==> config.mk <==
export PLATFORM = sky130hd
export DESIGN_NAME = rtccp_top
export DESIGN_NICKNAME = d
export VERILOG_FILES = /design/src/hdl/rtccp_pkg.sv /design/src/hdl/rtccp_top.sv
export VERILOG_INCLUDE_DIRS = /design/src /design/src/hdl
export SDC_FILE = /design/constraint.sdc
export NUM_CORES = 1
export LEC_CHECK = 0
export ABC_AREA = 1
export BUFFER_PORTS_ARGS = -buffer_cell sky130_fd_sc_hd__buf_2
export CAP_MARGIN = 20
export CORE_MARGIN = 8
export CORE_UTILIZATION = 50
export CTS_CLUSTER_SIZE = 28
export DETAILED_ROUTE_END_ITERATION = 7
export HOLD_SLACK_MARGIN = 0.02
export PLACE_DENSITY = 0.73
export SKIP_CTS_REPAIR_TIMING = 1
export SYNTH_ARGS = -nofsm -noshare
export SYNTH_HDL_FRONTEND = slang
export SYNTH_SLANG_ARGS = --single-unit
export TNS_END_PERCENT = 1
==> constraint.sdc <==
create_clock -name I_CORE_CLK -period 2 [get_ports I_CORE_CLK]
set_input_delay 0.1 -clock I_CORE_CLK [delete_from_list [all_inputs] [get_ports I_CORE_CLK]]
set_output_delay 0.1 -clock I_CORE_CLK [all_outputs]
set_load 0.005 [all_outputs]
==> src/hdl/rtccp_regs.svh <==
/*
  Register indices, field positions, reset values and timing counts of the
  RTC compare and periodic interrupt timer block.
  Assumes an AXI4-Lite bus with 32-bit data; byte address = 4 * index.
*/
`ifndef RTCCP_REGS_SVH
`define RTCCP_REGS_SVH

`define RTCCP_IDX_CLK_SEL    8'h07
`define RTCCP_IDX_CMP_LOW    8'h0C
`define RTCCP_IDX_CMP_HIGH   8'h0D
`define RTCCP_IDX_PER_CTRL   8'h10
`define RTCCP_IDX_PER_STAT   8'h11
`define RTCCP_IDX_PER_IRQEN  8'h12
`define RTCCP_IDX_PER_FLAG   8'h13
`define RTCCP_IDX_PER_DBG    8'h15
`define RTCCP_IDX_IRQ_STAT   8'h20
`define RTCCP_IDX_IRQ_CLR    8'h21
`define RTCCP_IDX_IRQ_EN     8'h22

`define RTCCP_RST_BYTE       8'h00
`define RTCCP_RST_WORD       16'h0000
`define RTCCP_PER_LSB        3
`define RTCCP_PER_MSB        6
`define RTCCP_PER_OFF        4'h0
`define RTCCP_PER_RSVD       4'hF
`define RTCCP_BIT_PER_IRQ    0
`define RTCCP_BIT_CMP_IRQ    1
`define RTCCP_CLK_32K        2'h0
`define RTCCP_CLK_1K         2'h1
`define RTCCP_CLK_EXT        2'h3
`define RTCCP_DIV_1K_LAST    5'h1F
`define RTCCP_RESP_OKAY      2'h0
`define RTCCP_RESP_SLVERR    2'h2

`endif

==> src/hdl/rtccp_pkg.sv <==
/*
  Types of the RTC compare and periodic interrupt timer block.
  Assumes rtccp_regs.svh for all numeric constants.
*/
package rtccp_pkg;

  typedef enum logic [1:0] {
    SYNC_IDLE,
    SYNC_FIRST,
    SYNC_SECOND
  } rtccp_sync_e;

  typedef struct packed {
    logic [15:0] cmp;
    logic [7:0]  per_ctrl_wr;
    logic [7:0]  per_ctrl_rtc;
    rtccp_sync_e sync;
    logic        per_irq_en;
    logic        cmp_irq_en;
    logic [1:0]  flags;
    logic        run_in_debug;
    logic [1:0]  clk_sel;
    logic [15:0] rtc_cnt;
    logic [14:0] pit_cnt;
    logic [4:0]  div_1k;
    logic        aw_hold;
    logic [7:0]  aw_idx;
    logic        w_hold;
    logic [7:0]  w_byte;
    logic        w_lane0;
    logic        awready;
    logic        wready;
    logic        bvalid;
    logic [1:0]  bresp;
    logic        arready;
    logic        rvalid;
    logic [7:0]  rdata;
    logic [1:0]  rresp;
    logic        irq;
  } rtccp_state_s;

endpackage

==> src/hdl/rtccp_top.sv <==
/*
  RTC compare register and periodic interrupt timer, with AXI4-Lite registers.
  Assumes the RTC clock arrives as one-cycle tick enables synchronous to
  I_CORE_CLK, and a level I_DEBUG_HALT that is high while the CPU is halted.
*/
// Implementation choice: register access over AXI4-Lite.
`include "rtccp_regs.svh"

// What this block does, and what software must do
// RULE1: Compare value is held as low byte at base, high byte at base plus one.
// RULE2: Count equal to compare sets compare flag; written one clears it.
// RULE3: Period field bits 6:3 selects 4 to 32768 ticks; zero and 0xF none.
// RULE4: Control bit zero one enables the periodic timer, zero disables it.
// RULE5: Read-only busy bit is high while control moves into the RTC domain.
// RULE6: Interrupt control bit zero gates the periodic interrupt request.
// RULE7: Periodic flag sets each time the selected interval ends.
// RULE8: Written one clears the periodic flag; written zero leaves it.
// RULE9: With debug-run set the periodic timer keeps running in debug halt.
// RULE10: With debug-run clear the periodic timer halts and ignores ticks.
// RULE11: All registers of this block reset to zero.
// RULE12: Two-bit clock select picks 32.768 kHz, 1.024 kHz, none, or external.
// RULE13: Software waits for busy low before rewriting the periodic control.
module rtccp_top
  import rtccp_pkg::*;
#(
  parameter int AW = 12
) (
  input  wire logic          I_CORE_CLK,
  input  wire logic          I_SRST,
  input  wire logic          I_TICK_32K,
  input  wire logic          I_TICK_EXT,
  input  wire logic          I_DEBUG_HALT,
  input  wire logic [AW-1:0] I_AWADDR,
  input  wire logic          I_AWVALID,
  output logic               O_AWREADY,
  input  wire logic [31:0]   I_WDATA,
  input  wire logic [3:0]    I_WSTRB,
  input  wire logic          I_WVALID,
  output logic               O_WREADY,
  output logic [1:0]         O_BRESP,
  output logic               O_BVALID,
  input  wire logic          I_BREADY,
  input  wire logic [AW-1:0] I_ARADDR,
  input  wire logic          I_ARVALID,
  output logic               O_ARREADY,
  output logic [31:0]        O_RDATA,
  output logic [1:0]         O_RRESP,
  output logic               O_RVALID,
  input  wire logic          I_RREADY,
  output logic               O_IRQ
);

  rtccp_state_s s_q;
  rtccp_state_s s_d;
  logic         tick;
  logic         pit_run;
  logic         pit_fire;
  logic         wr_fire;
  logic         cmp_hit;
  logic [3:0]   per_code;
  logic [14:0]  per_mask;
  logic [1:0]   set_flags;
  logic [1:0]   clr_flags;
  logic [7:0]   ar_idx;

  function automatic logic idx_mapped(input logic [7:0] idx);
    idx_mapped = (idx == `RTCCP_IDX_CLK_SEL) || (idx == `RTCCP_IDX_CMP_LOW) ||
                 (idx == `RTCCP_IDX_CMP_HIGH) || (idx == `RTCCP_IDX_PER_CTRL) ||
                 (idx == `RTCCP_IDX_PER_STAT) || (idx == `RTCCP_IDX_PER_IRQEN) ||
                 (idx == `RTCCP_IDX_PER_FLAG) || (idx == `RTCCP_IDX_PER_DBG) ||
                 (idx == `RTCCP_IDX_IRQ_STAT) || (idx == `RTCCP_IDX_IRQ_CLR) ||
                 (idx == `RTCCP_IDX_IRQ_EN);
  endfunction

  always_comb begin
    s_d       = s_q;
    set_flags = 2'h0;
    clr_flags = 2'h0;
    cmp_hit   = 1'b0;
    ar_idx    = I_ARADDR[9:2];
    unique case (s_q.clk_sel) // RULE12
      `RTCCP_CLK_32K: tick = I_TICK_32K;
      `RTCCP_CLK_1K:  tick = I_TICK_32K && (s_q.div_1k == `RTCCP_DIV_1K_LAST);
      `RTCCP_CLK_EXT: tick = I_TICK_EXT;
      default:        tick = 1'b0;
    endcase
    if (I_TICK_32K) begin
      s_d.div_1k = s_q.div_1k + 5'h01;
    end
    // Compare runs on every tick; the match is taken on the new count value.
    if (tick) begin
      s_d.rtc_cnt = s_q.rtc_cnt + 16'h0001;
      cmp_hit     = (s_d.rtc_cnt == s_q.cmp); // RULE2
    end
    per_code = s_q.per_ctrl_rtc[`RTCCP_PER_MSB:`RTCCP_PER_LSB];
    per_mask = 15'((17'h00002 << per_code) - 17'h00001);
    pit_run  = s_q.per_ctrl_rtc[0] && (per_code != `RTCCP_PER_OFF) && // RULE4
               (per_code != `RTCCP_PER_RSVD) && // RULE3
               !(I_DEBUG_HALT && !s_q.run_in_debug); // RULE9 RULE10
    pit_fire = pit_run && tick && ((s_q.pit_cnt & per_mask) == per_mask); // RULE3
    if (!s_q.per_ctrl_rtc[0]) begin
      s_d.pit_cnt = 15'h0000; // RULE4
    end else if (pit_run && tick) begin
      s_d.pit_cnt = s_q.pit_cnt + 15'h0001;
    end
    // The written control value needs two RTC ticks before it takes effect.
    if (tick) begin
      unique case (s_q.sync) // RULE5
        SYNC_FIRST:  s_d.sync = SYNC_SECOND;
        SYNC_SECOND: begin
          s_d.sync         = SYNC_IDLE;
          s_d.per_ctrl_rtc = s_q.per_ctrl_wr;
        end
        SYNC_IDLE:   s_d.sync = SYNC_IDLE;
      endcase
    end
    set_flags[`RTCCP_BIT_PER_IRQ] = pit_fire; // RULE7
    set_flags[`RTCCP_BIT_CMP_IRQ] = cmp_hit; // RULE2
    if (I_AWVALID && s_q.awready) begin
      s_d.aw_hold = 1'b1;
      s_d.aw_idx  = I_AWADDR[9:2];
    end
    if (I_WVALID && s_q.wready) begin
      s_d.w_hold  = 1'b1;
      s_d.w_byte  = I_WDATA[7:0];
      s_d.w_lane0 = I_WSTRB[0];
    end
    wr_fire = s_q.aw_hold && s_q.w_hold && !s_q.bvalid;
    if (wr_fire) begin
      s_d.aw_hold = 1'b0;
      s_d.w_hold  = 1'b0;
      s_d.bvalid  = 1'b1;
      s_d.bresp   = idx_mapped(s_q.aw_idx) ? `RTCCP_RESP_OKAY : `RTCCP_RESP_SLVERR;
      if (s_q.w_lane0) begin
        unique case (s_q.aw_idx)
          `RTCCP_IDX_CLK_SEL:   s_d.clk_sel = s_q.w_byte[1:0]; // RULE12
          `RTCCP_IDX_CMP_LOW:   s_d.cmp[7:0] = s_q.w_byte; // RULE1
          `RTCCP_IDX_CMP_HIGH:  s_d.cmp[15:8] = s_q.w_byte; // RULE1
          `RTCCP_IDX_PER_CTRL: begin
            // A rewrite while busy restarts the transfer; the older value is lost unless its second tick falls in the same cycle.
            s_d.per_ctrl_wr = {1'b0, s_q.w_byte[6:3], 2'b00, s_q.w_byte[0]};
            s_d.sync        = SYNC_FIRST; // RULE5 RULE13
          end
          `RTCCP_IDX_PER_IRQEN: s_d.per_irq_en = s_q.w_byte[0]; // RULE6
          `RTCCP_IDX_PER_FLAG:  clr_flags[`RTCCP_BIT_PER_IRQ] = s_q.w_byte[0]; // RULE8
          `RTCCP_IDX_PER_DBG:   s_d.run_in_debug = s_q.w_byte[0]; // RULE9
          `RTCCP_IDX_IRQ_CLR:   clr_flags = s_q.w_byte[1:0]; // RULE2 RULE8
          `RTCCP_IDX_IRQ_EN: begin
            s_d.per_irq_en = s_q.w_byte[`RTCCP_BIT_PER_IRQ];
            s_d.cmp_irq_en = s_q.w_byte[`RTCCP_BIT_CMP_IRQ];
          end
          default: ;
        endcase
      end
    end
    // A hardware set in the clearing cycle wins, so no event is lost.
    s_d.flags = (s_q.flags & ~clr_flags) | set_flags; // RULE2 RULE7 RULE8
    if (s_q.bvalid && I_BREADY) begin
      s_d.bvalid = 1'b0;
    end
    s_d.awready = !s_d.aw_hold && !s_d.bvalid;
    s_d.wready  = !s_d.w_hold && !s_d.bvalid;
    if (s_q.rvalid && I_RREADY) begin
      s_d.rvalid = 1'b0;
    end
    if (I_ARVALID && s_q.arready) begin
      s_d.rvalid = 1'b1;
      s_d.rresp  = idx_mapped(ar_idx) ? `RTCCP_RESP_OKAY : `RTCCP_RESP_SLVERR;
      unique case (ar_idx)
        `RTCCP_IDX_CLK_SEL:   s_d.rdata = {6'h00, s_q.clk_sel};
        `RTCCP_IDX_CMP_LOW:   s_d.rdata = s_q.cmp[7:0];
        `RTCCP_IDX_CMP_HIGH:  s_d.rdata = s_q.cmp[15:8];
        `RTCCP_IDX_PER_CTRL:  s_d.rdata = s_q.per_ctrl_wr;
        `RTCCP_IDX_PER_STAT:  s_d.rdata = {7'h00, s_q.sync != SYNC_IDLE}; // RULE5
        `RTCCP_IDX_PER_IRQEN: s_d.rdata = {7'h00, s_q.per_irq_en};
        `RTCCP_IDX_PER_FLAG:  s_d.rdata = {7'h00, s_q.flags[`RTCCP_BIT_PER_IRQ]};
        `RTCCP_IDX_PER_DBG:   s_d.rdata = {7'h00, s_q.run_in_debug};
        `RTCCP_IDX_IRQ_STAT:  s_d.rdata = {6'h00, s_q.flags};
        `RTCCP_IDX_IRQ_EN:    s_d.rdata = {6'h00, s_q.cmp_irq_en, s_q.per_irq_en};
        default:              s_d.rdata = 8'h00;
      endcase
    end
    s_d.arready = !s_d.rvalid;
    s_d.irq = |(s_d.flags & {s_d.cmp_irq_en, s_d.per_irq_en}); // RULE6
  end

  always_ff @(posedge I_CORE_CLK) begin
    if (I_SRST) begin
      s_q <= '0; // RULE11
    end else begin
      s_q <= s_d;
    end
  end

  assign O_AWREADY = s_q.awready;
  assign O_WREADY  = s_q.wready;
  assign O_BVALID  = s_q.bvalid;
  assign O_BRESP   = s_q.bresp;
  assign O_ARREADY = s_q.arready;
  assign O_RVALID  = s_q.rvalid;
  assign O_RRESP   = s_q.rresp;
  assign O_RDATA   = {24'h000000, s_q.rdata};
  assign O_IRQ     = s_q.irq;

  // Reference count of live timer ticks, kept apart from the timer's own counter so a
  // wrong interval shows up. It is trusted only from a known start: disabled or just fired.
  logic [15:0] ivl_cnt_q;
  logic        ivl_ok_q;

  always_ff @(posedge I_CORE_CLK) begin
    if (I_SRST || !s_q.per_ctrl_rtc[0] || pit_fire) begin
      ivl_cnt_q <= 16'h0000;
      ivl_ok_q  <= 1'b1;
    end else if (pit_run && tick) begin
      ivl_cnt_q <= ivl_cnt_q + 16'h0001;
    end
    // A new control value under a running timer leaves its count unaligned.
    if (!I_SRST && s_q.per_ctrl_rtc[0] && s_q.sync == SYNC_SECOND && tick) begin
      ivl_ok_q <= 1'b0;
    end
  end
endmodule

# Word level (Yosys, flattened, before mapping)
# Index checks and enable logic that the tools add are counted.
# Widths: inputs -> output; s select.
dict set report totals {
  register_bits 108
  inputBits 70
  output_inout_bits 42
}
dict set report op_classes {
  addsub 4
  n_eq_ne 30
  shifts 1
  muxes 24
  bitwise_logic 6
  reduce_logical 58
}
# cell count
set op_table {}
lappend op_table {{$eq 8x5->1 const B} 10}
lappend op_table {{$pmux 8 s10} 1}
lappend op_table {{$eq 8x6->1 const B} 6}
lappend op_table {{$eq 8x4->1 const B} 4}
lappend op_table {{$logic_or 1x1->1} 20}
lappend op_table {{$add 16x1->16 const B} 1}
lappend op_table {{$eq 16x16->1} 1}
lappend op_table {{$eq 8x3->1 const B} 2}
lappend op_table {{$logic_and 1x1->1} 16}
lappend op_table {{$add 15x1->15 const B} 1}
lappend op_table {{$and 15x15->15} 1}
lappend op_table {{$eq 15x15->1} 1}
lappend op_table {{$reduce_and 3->1} 5}
lappend op_table {{$shl 2x4->15 const A} 1}
lappend op_table {{$sub 15x1->15 const B} 1}
lappend op_table {{$mux 2} 6}
lappend op_table {{$mux 11} 1}
lappend op_table {{$mux 10} 1}
lappend op_table {{$reduce_or 2->1} 5}
lappend op_table {{$mux 1} 9}
lappend op_table {{$mux 9} 1}
lappend op_table {{$mux 4} 2}
lappend op_table {{$logic_not 1->1} 7}
lappend op_table {{$add 5x1->5 const B} 1}
lappend op_table {{15 further kinds} 19}

# Longest topological paths before layout
dict set report logic_depth {
  word_depth 16
  mapped_depth 18
  ltp_nobuf 18
}

# Worst setup path after synthesis
# No wires, ideal clock.
dict set report synth_path {
  kind {reg2reg}
  start {register s_q[38] (netlist name)}
  end {register s_q[55] (netlist name)}
  setup_ps 115
  arrival_time_ps 1755
  slack_ps 131
  stages_incl_launch_ff 16
  cell_sequence {dfxtp_1 ha_1 inv_1 nor3_1 ha_1 inv_1 nand2_1 nand2_1 nand2_2 nand4_2 buf_6 nor2_4 nand4_2 nor2_2 a21oi_1 o21a_1}
}
dict set report synth_via {
  elab_chain_len 4
}
# element line
set synth_lines {}
lappend synth_lines {{start: declaration} rtccp_top.sv:53} ;# rtccp_state_s s_q;
lappend synth_lines {{start signal: assignment} rtccp_top.sv:189} ;# s_q <= '0;
lappend synth_lines {{start signal: assignment} rtccp_top.sv:191} ;# s_q <= s_d;
lappend synth_lines {{$eq 5x5->1 (no source line)} -}
lappend synth_lines {{$logic_and 1x1->1} rtccp_top.sv:83} ;# `RTCCP_CLK_1K: tick = I_TICK_32K && (s_q.div_1k == `RTCCP_DIV_1K_LAST);
lappend synth_lines {{$pmux 1 s3} rtccp_top.sv:81} ;# unique case (s_q.clk_sel)
lappend synth_lines {{$logic_and 1x1->1} -}
# No other way between the ends.
# A chain may end at the register's enable or synchronous reset.

# Worst setup path in the final report
dict set report layout_path {
  start {register s_q[37] (netlist name)}
  end {register s_q[50] (netlist name)}
}
# Same word-level chain as after synthesis.

==> results.cfg <==
[floorplanning]
start_util_pct = 51.0
die-area_sq_um = 15200
core_area_sq_um = 11300
rows = 39
die_h_microns = 123
io_pins = 112
die_width_microns = 123

[outcome]
violations = hold timing, setup timing
outcome = finished, violations left

[placed_design]
gp_congestion = 0.884
io_buffers = 50
dpl.hpwl_microns = 11100
dpl_worst_slack_ns = -0.0785

[timing]
fin_worst_skew_ns = 0.00862
hold_ws_ns = -0.00595
fin_setup_tns_ns = -0.124
postLayoutSetupSlackWorst_ns = -0.0529
rsz0062_at_grt = yes
fmax_mhz = 487
finalHoldViolations = 2
relSlewSlack_pct = 62.0
drv_slew = 0
min_period_ns = 2.05
setup_violations = 3
fin_crit_sh_pct = 103
tightest_slew_ns = 0.565

[power]
seqPwrFrac_pct = 49.6
p_sw_mw = 1.20
p_int_mw = 3.30
powerDensity_nw_per_um2 = 693
leakagePower_nw = 2.82
combPwrFrac_pct = 11.7
ir_worst_vdd_mv = 0.669
clockPowerShare_pct = 38.7
swShare_pct = 26.7

[routing]
drt_iter0_drc = 430
via_per_inst = 5.26
drt-pass1-iter-count = 5
ant_nets = 0
drt_wl_total_microns = 14600
drcViolationCount = 0
num_vias = 5446
detail_route.wl_per_cell_microns = 14.1

[critical_path]
r2r-start = s_q[37]
critPathKind = register to register
worstPathArrival_ns = 2.29
cp-start-kind = register
crit_path_end_kind = register
critPathLaunch = s_q[37]
r2r_cells = 15
crit_path_max_fanout = 10
required_ns = 2.24

[final_layout]
ff_latch_area_sq_um = 2120
syn_to_final_growth_pct = 12.8
final_nets = 961
multi_input_area_sq_um = 3010
fill_cells = 1104
drive_above_1_share_pct = 15.6

[min_path]
hold_depth = 3
hp-class = primary input to register
holdCritStartpoint = I_AWADDR[8]

[synthesis]
synth.top_cell.area_share_pct = 36.8
synth.largest_area_cell = dfxtp_1
synth_area_leaders = dfxtp_1, nand2_1, a21oi_1, inv_1, o21ai_0
synth_area_sq_um = 5770
postSynthCellCount = 827
synth.yosys.seq_area_share_pct = 36.8
yosysUniqueCellTypes = 50
ys_ff_latch = 106
syn_avg_cell_area_sq_um = 6.97
yosysWarningCount = 0

[cts]
cts_num_sinks = 106
clk_pin_slew_ns = 0.07
htree_levels = 3
tritoncts = yes
clk_latency_ns = 0.36
clk_path_buf_depth = 2
cts_made_buffers = 9
cts_root_buf = clkbuf_16

[global_route]
gr-usage-all-layers_pct = 19.4
antenna_found_initial = 1
overflow = 0
grt_pass1_vias = 5010
grt_max_degree = 40
grt_pass1_wl_microns = 23600

[run]
maxCapViolCount = 0
## per-stage QoR
stage          area, sq um  total power, mW  hold slack [ns]  utilization (%)  instances
6_report              6500             4.50         -0.00595             57.4       1035
5_1_grt               6500             4.71           0.0426             57.4       1035
4_1_cts               6430             4.51         -0.00986             56.8       1033
3_5_place_dp          6140             2.79            0.359             54.3       1017
3_3_place_gp          6140             2.78            0.352             54.3       1017
2_1_floorplan         5860             2.66            0.252                -        852
## power groups by stage
stage               Sequential, mW  Clock [mW]  Combinational, mW
floorplan                     2.27           0              0.383
global placement              2.28           0              0.497
detailed placement            2.28           0              0.505
CTS                           2.23        1.77              0.507
global route                  2.24        1.87              0.596
finish                        2.23        1.74              0.525
## placed cells by master (no fill, tap or decap), types with 3 or more instances in the layout
cell and instances:
nand3_1 48, o22ai_1 7, nor4_1 4, dfxtp_1 104, o211ai_1 5, nor3_2 4
inv_6 3, nand3b_1 3, nand3_2 4, nand4_1 17, nor2_1 70, nor2_2 8
o21ai_1 6, clkbuf_16 9, nor3_1 22, nor2_4 4, o21ai_0 67, a31oi_1 6
xor2_1 4, ha_1 5, inv_1 101, xnor2_1 4, conb_1 26, nand2_2 4
a211oi_1 4, inv_2 4, buf_4 27, nand2_1 152, a21oi_1 80, buf_2 50
o21bai_1 3
## cells by family after synthesis
| kind of cell | Yosys count | share of synthesized area [%] |
|---|---|---|
| AND/OR/NAND/NOR | 353 | 28.9 |
| AO/OA/AOI/OAI | 188 | 17.7 |
| buffers and inverters | 164 | 13.4 |
| flip-flops | 106 | 36.8 |
| XOR/XNOR | 10 | 2.00 |
| adder cells (fa/ha/maj) | 5 | 1.08 |
| other | 1 | 0.0650 |
## synth_stat cells, drive strengths merged
cell    instances
and3            1
nor4            5
or2             1
a211oi          5
o31ai           2
nor3           28
xnor2           4
o21bai          4
a31oi           6
clkinv          3
clkbuf         14
o21ai          75
or3             1
xnor3           2
inv           105
nand3          52
dfxtp         106
nand2         157
buf            42
o21a            1
nor3b           4
o22ai           7
xor2            4
o221ai          2
ha              5
nand3b          3
conb            1
o211ai          5
nand4          19
nor2           82
a21oi          81
## path summary, 6_finish.rpt
kind | to | slack (ns)
setup / recovery | s_q[50] | -0.05
hold / removal | s_q[34] | -0.006
setup reg to reg | s_q[50] | -0.05
hold reg to reg | O_RDATA[0] | 0.46
## flip-flops by register name, indices dropped and copies added (netlist names)
signal and cells:
O_ARREADY 1, O_AWREADY 1, O_BRESP 1, O_BVALID 1, O_IRQ 1, O_RDATA 8
O_RRESP 1, O_RVALID 1, O_WREADY 1, per_code 4, s_q 86
## worst max-delay path: stages (launching register included)
cell and delay [ns]:
dfxtp_2 0.33, ha_1 0.16, inv_1 0.06, nor3_2 0.10, ha_1 0.15, inv_1 0.04
nand2_1 0.04, nand2_1 0.08, nand2_4 0.10, buf_12 0.11, nand4_4 0.11, buf_12 0.18
nor3_4 0.13, nand3_2 0.13, nor3b_2 0.17, nor3_1 0.06
## final cells by class
class	instances	share of cell area, %
multi-input combinational	582	46.3
inverter	108	6.25
timing repair buffer	79	7.58
clock buffer	12	3.94
sequential	106	32.7
tap	143	2.75
antenna	1	0.0385
clock inverter	4	0.481
## layer usage
metal	wire, microns	global-route usage, %
met1	6340	23.1
met2	7070	33.1
met3	831	4.61
met4	380	7.60
met5	0	0
No activity file was read; power rests on OpenSTA's default activity.
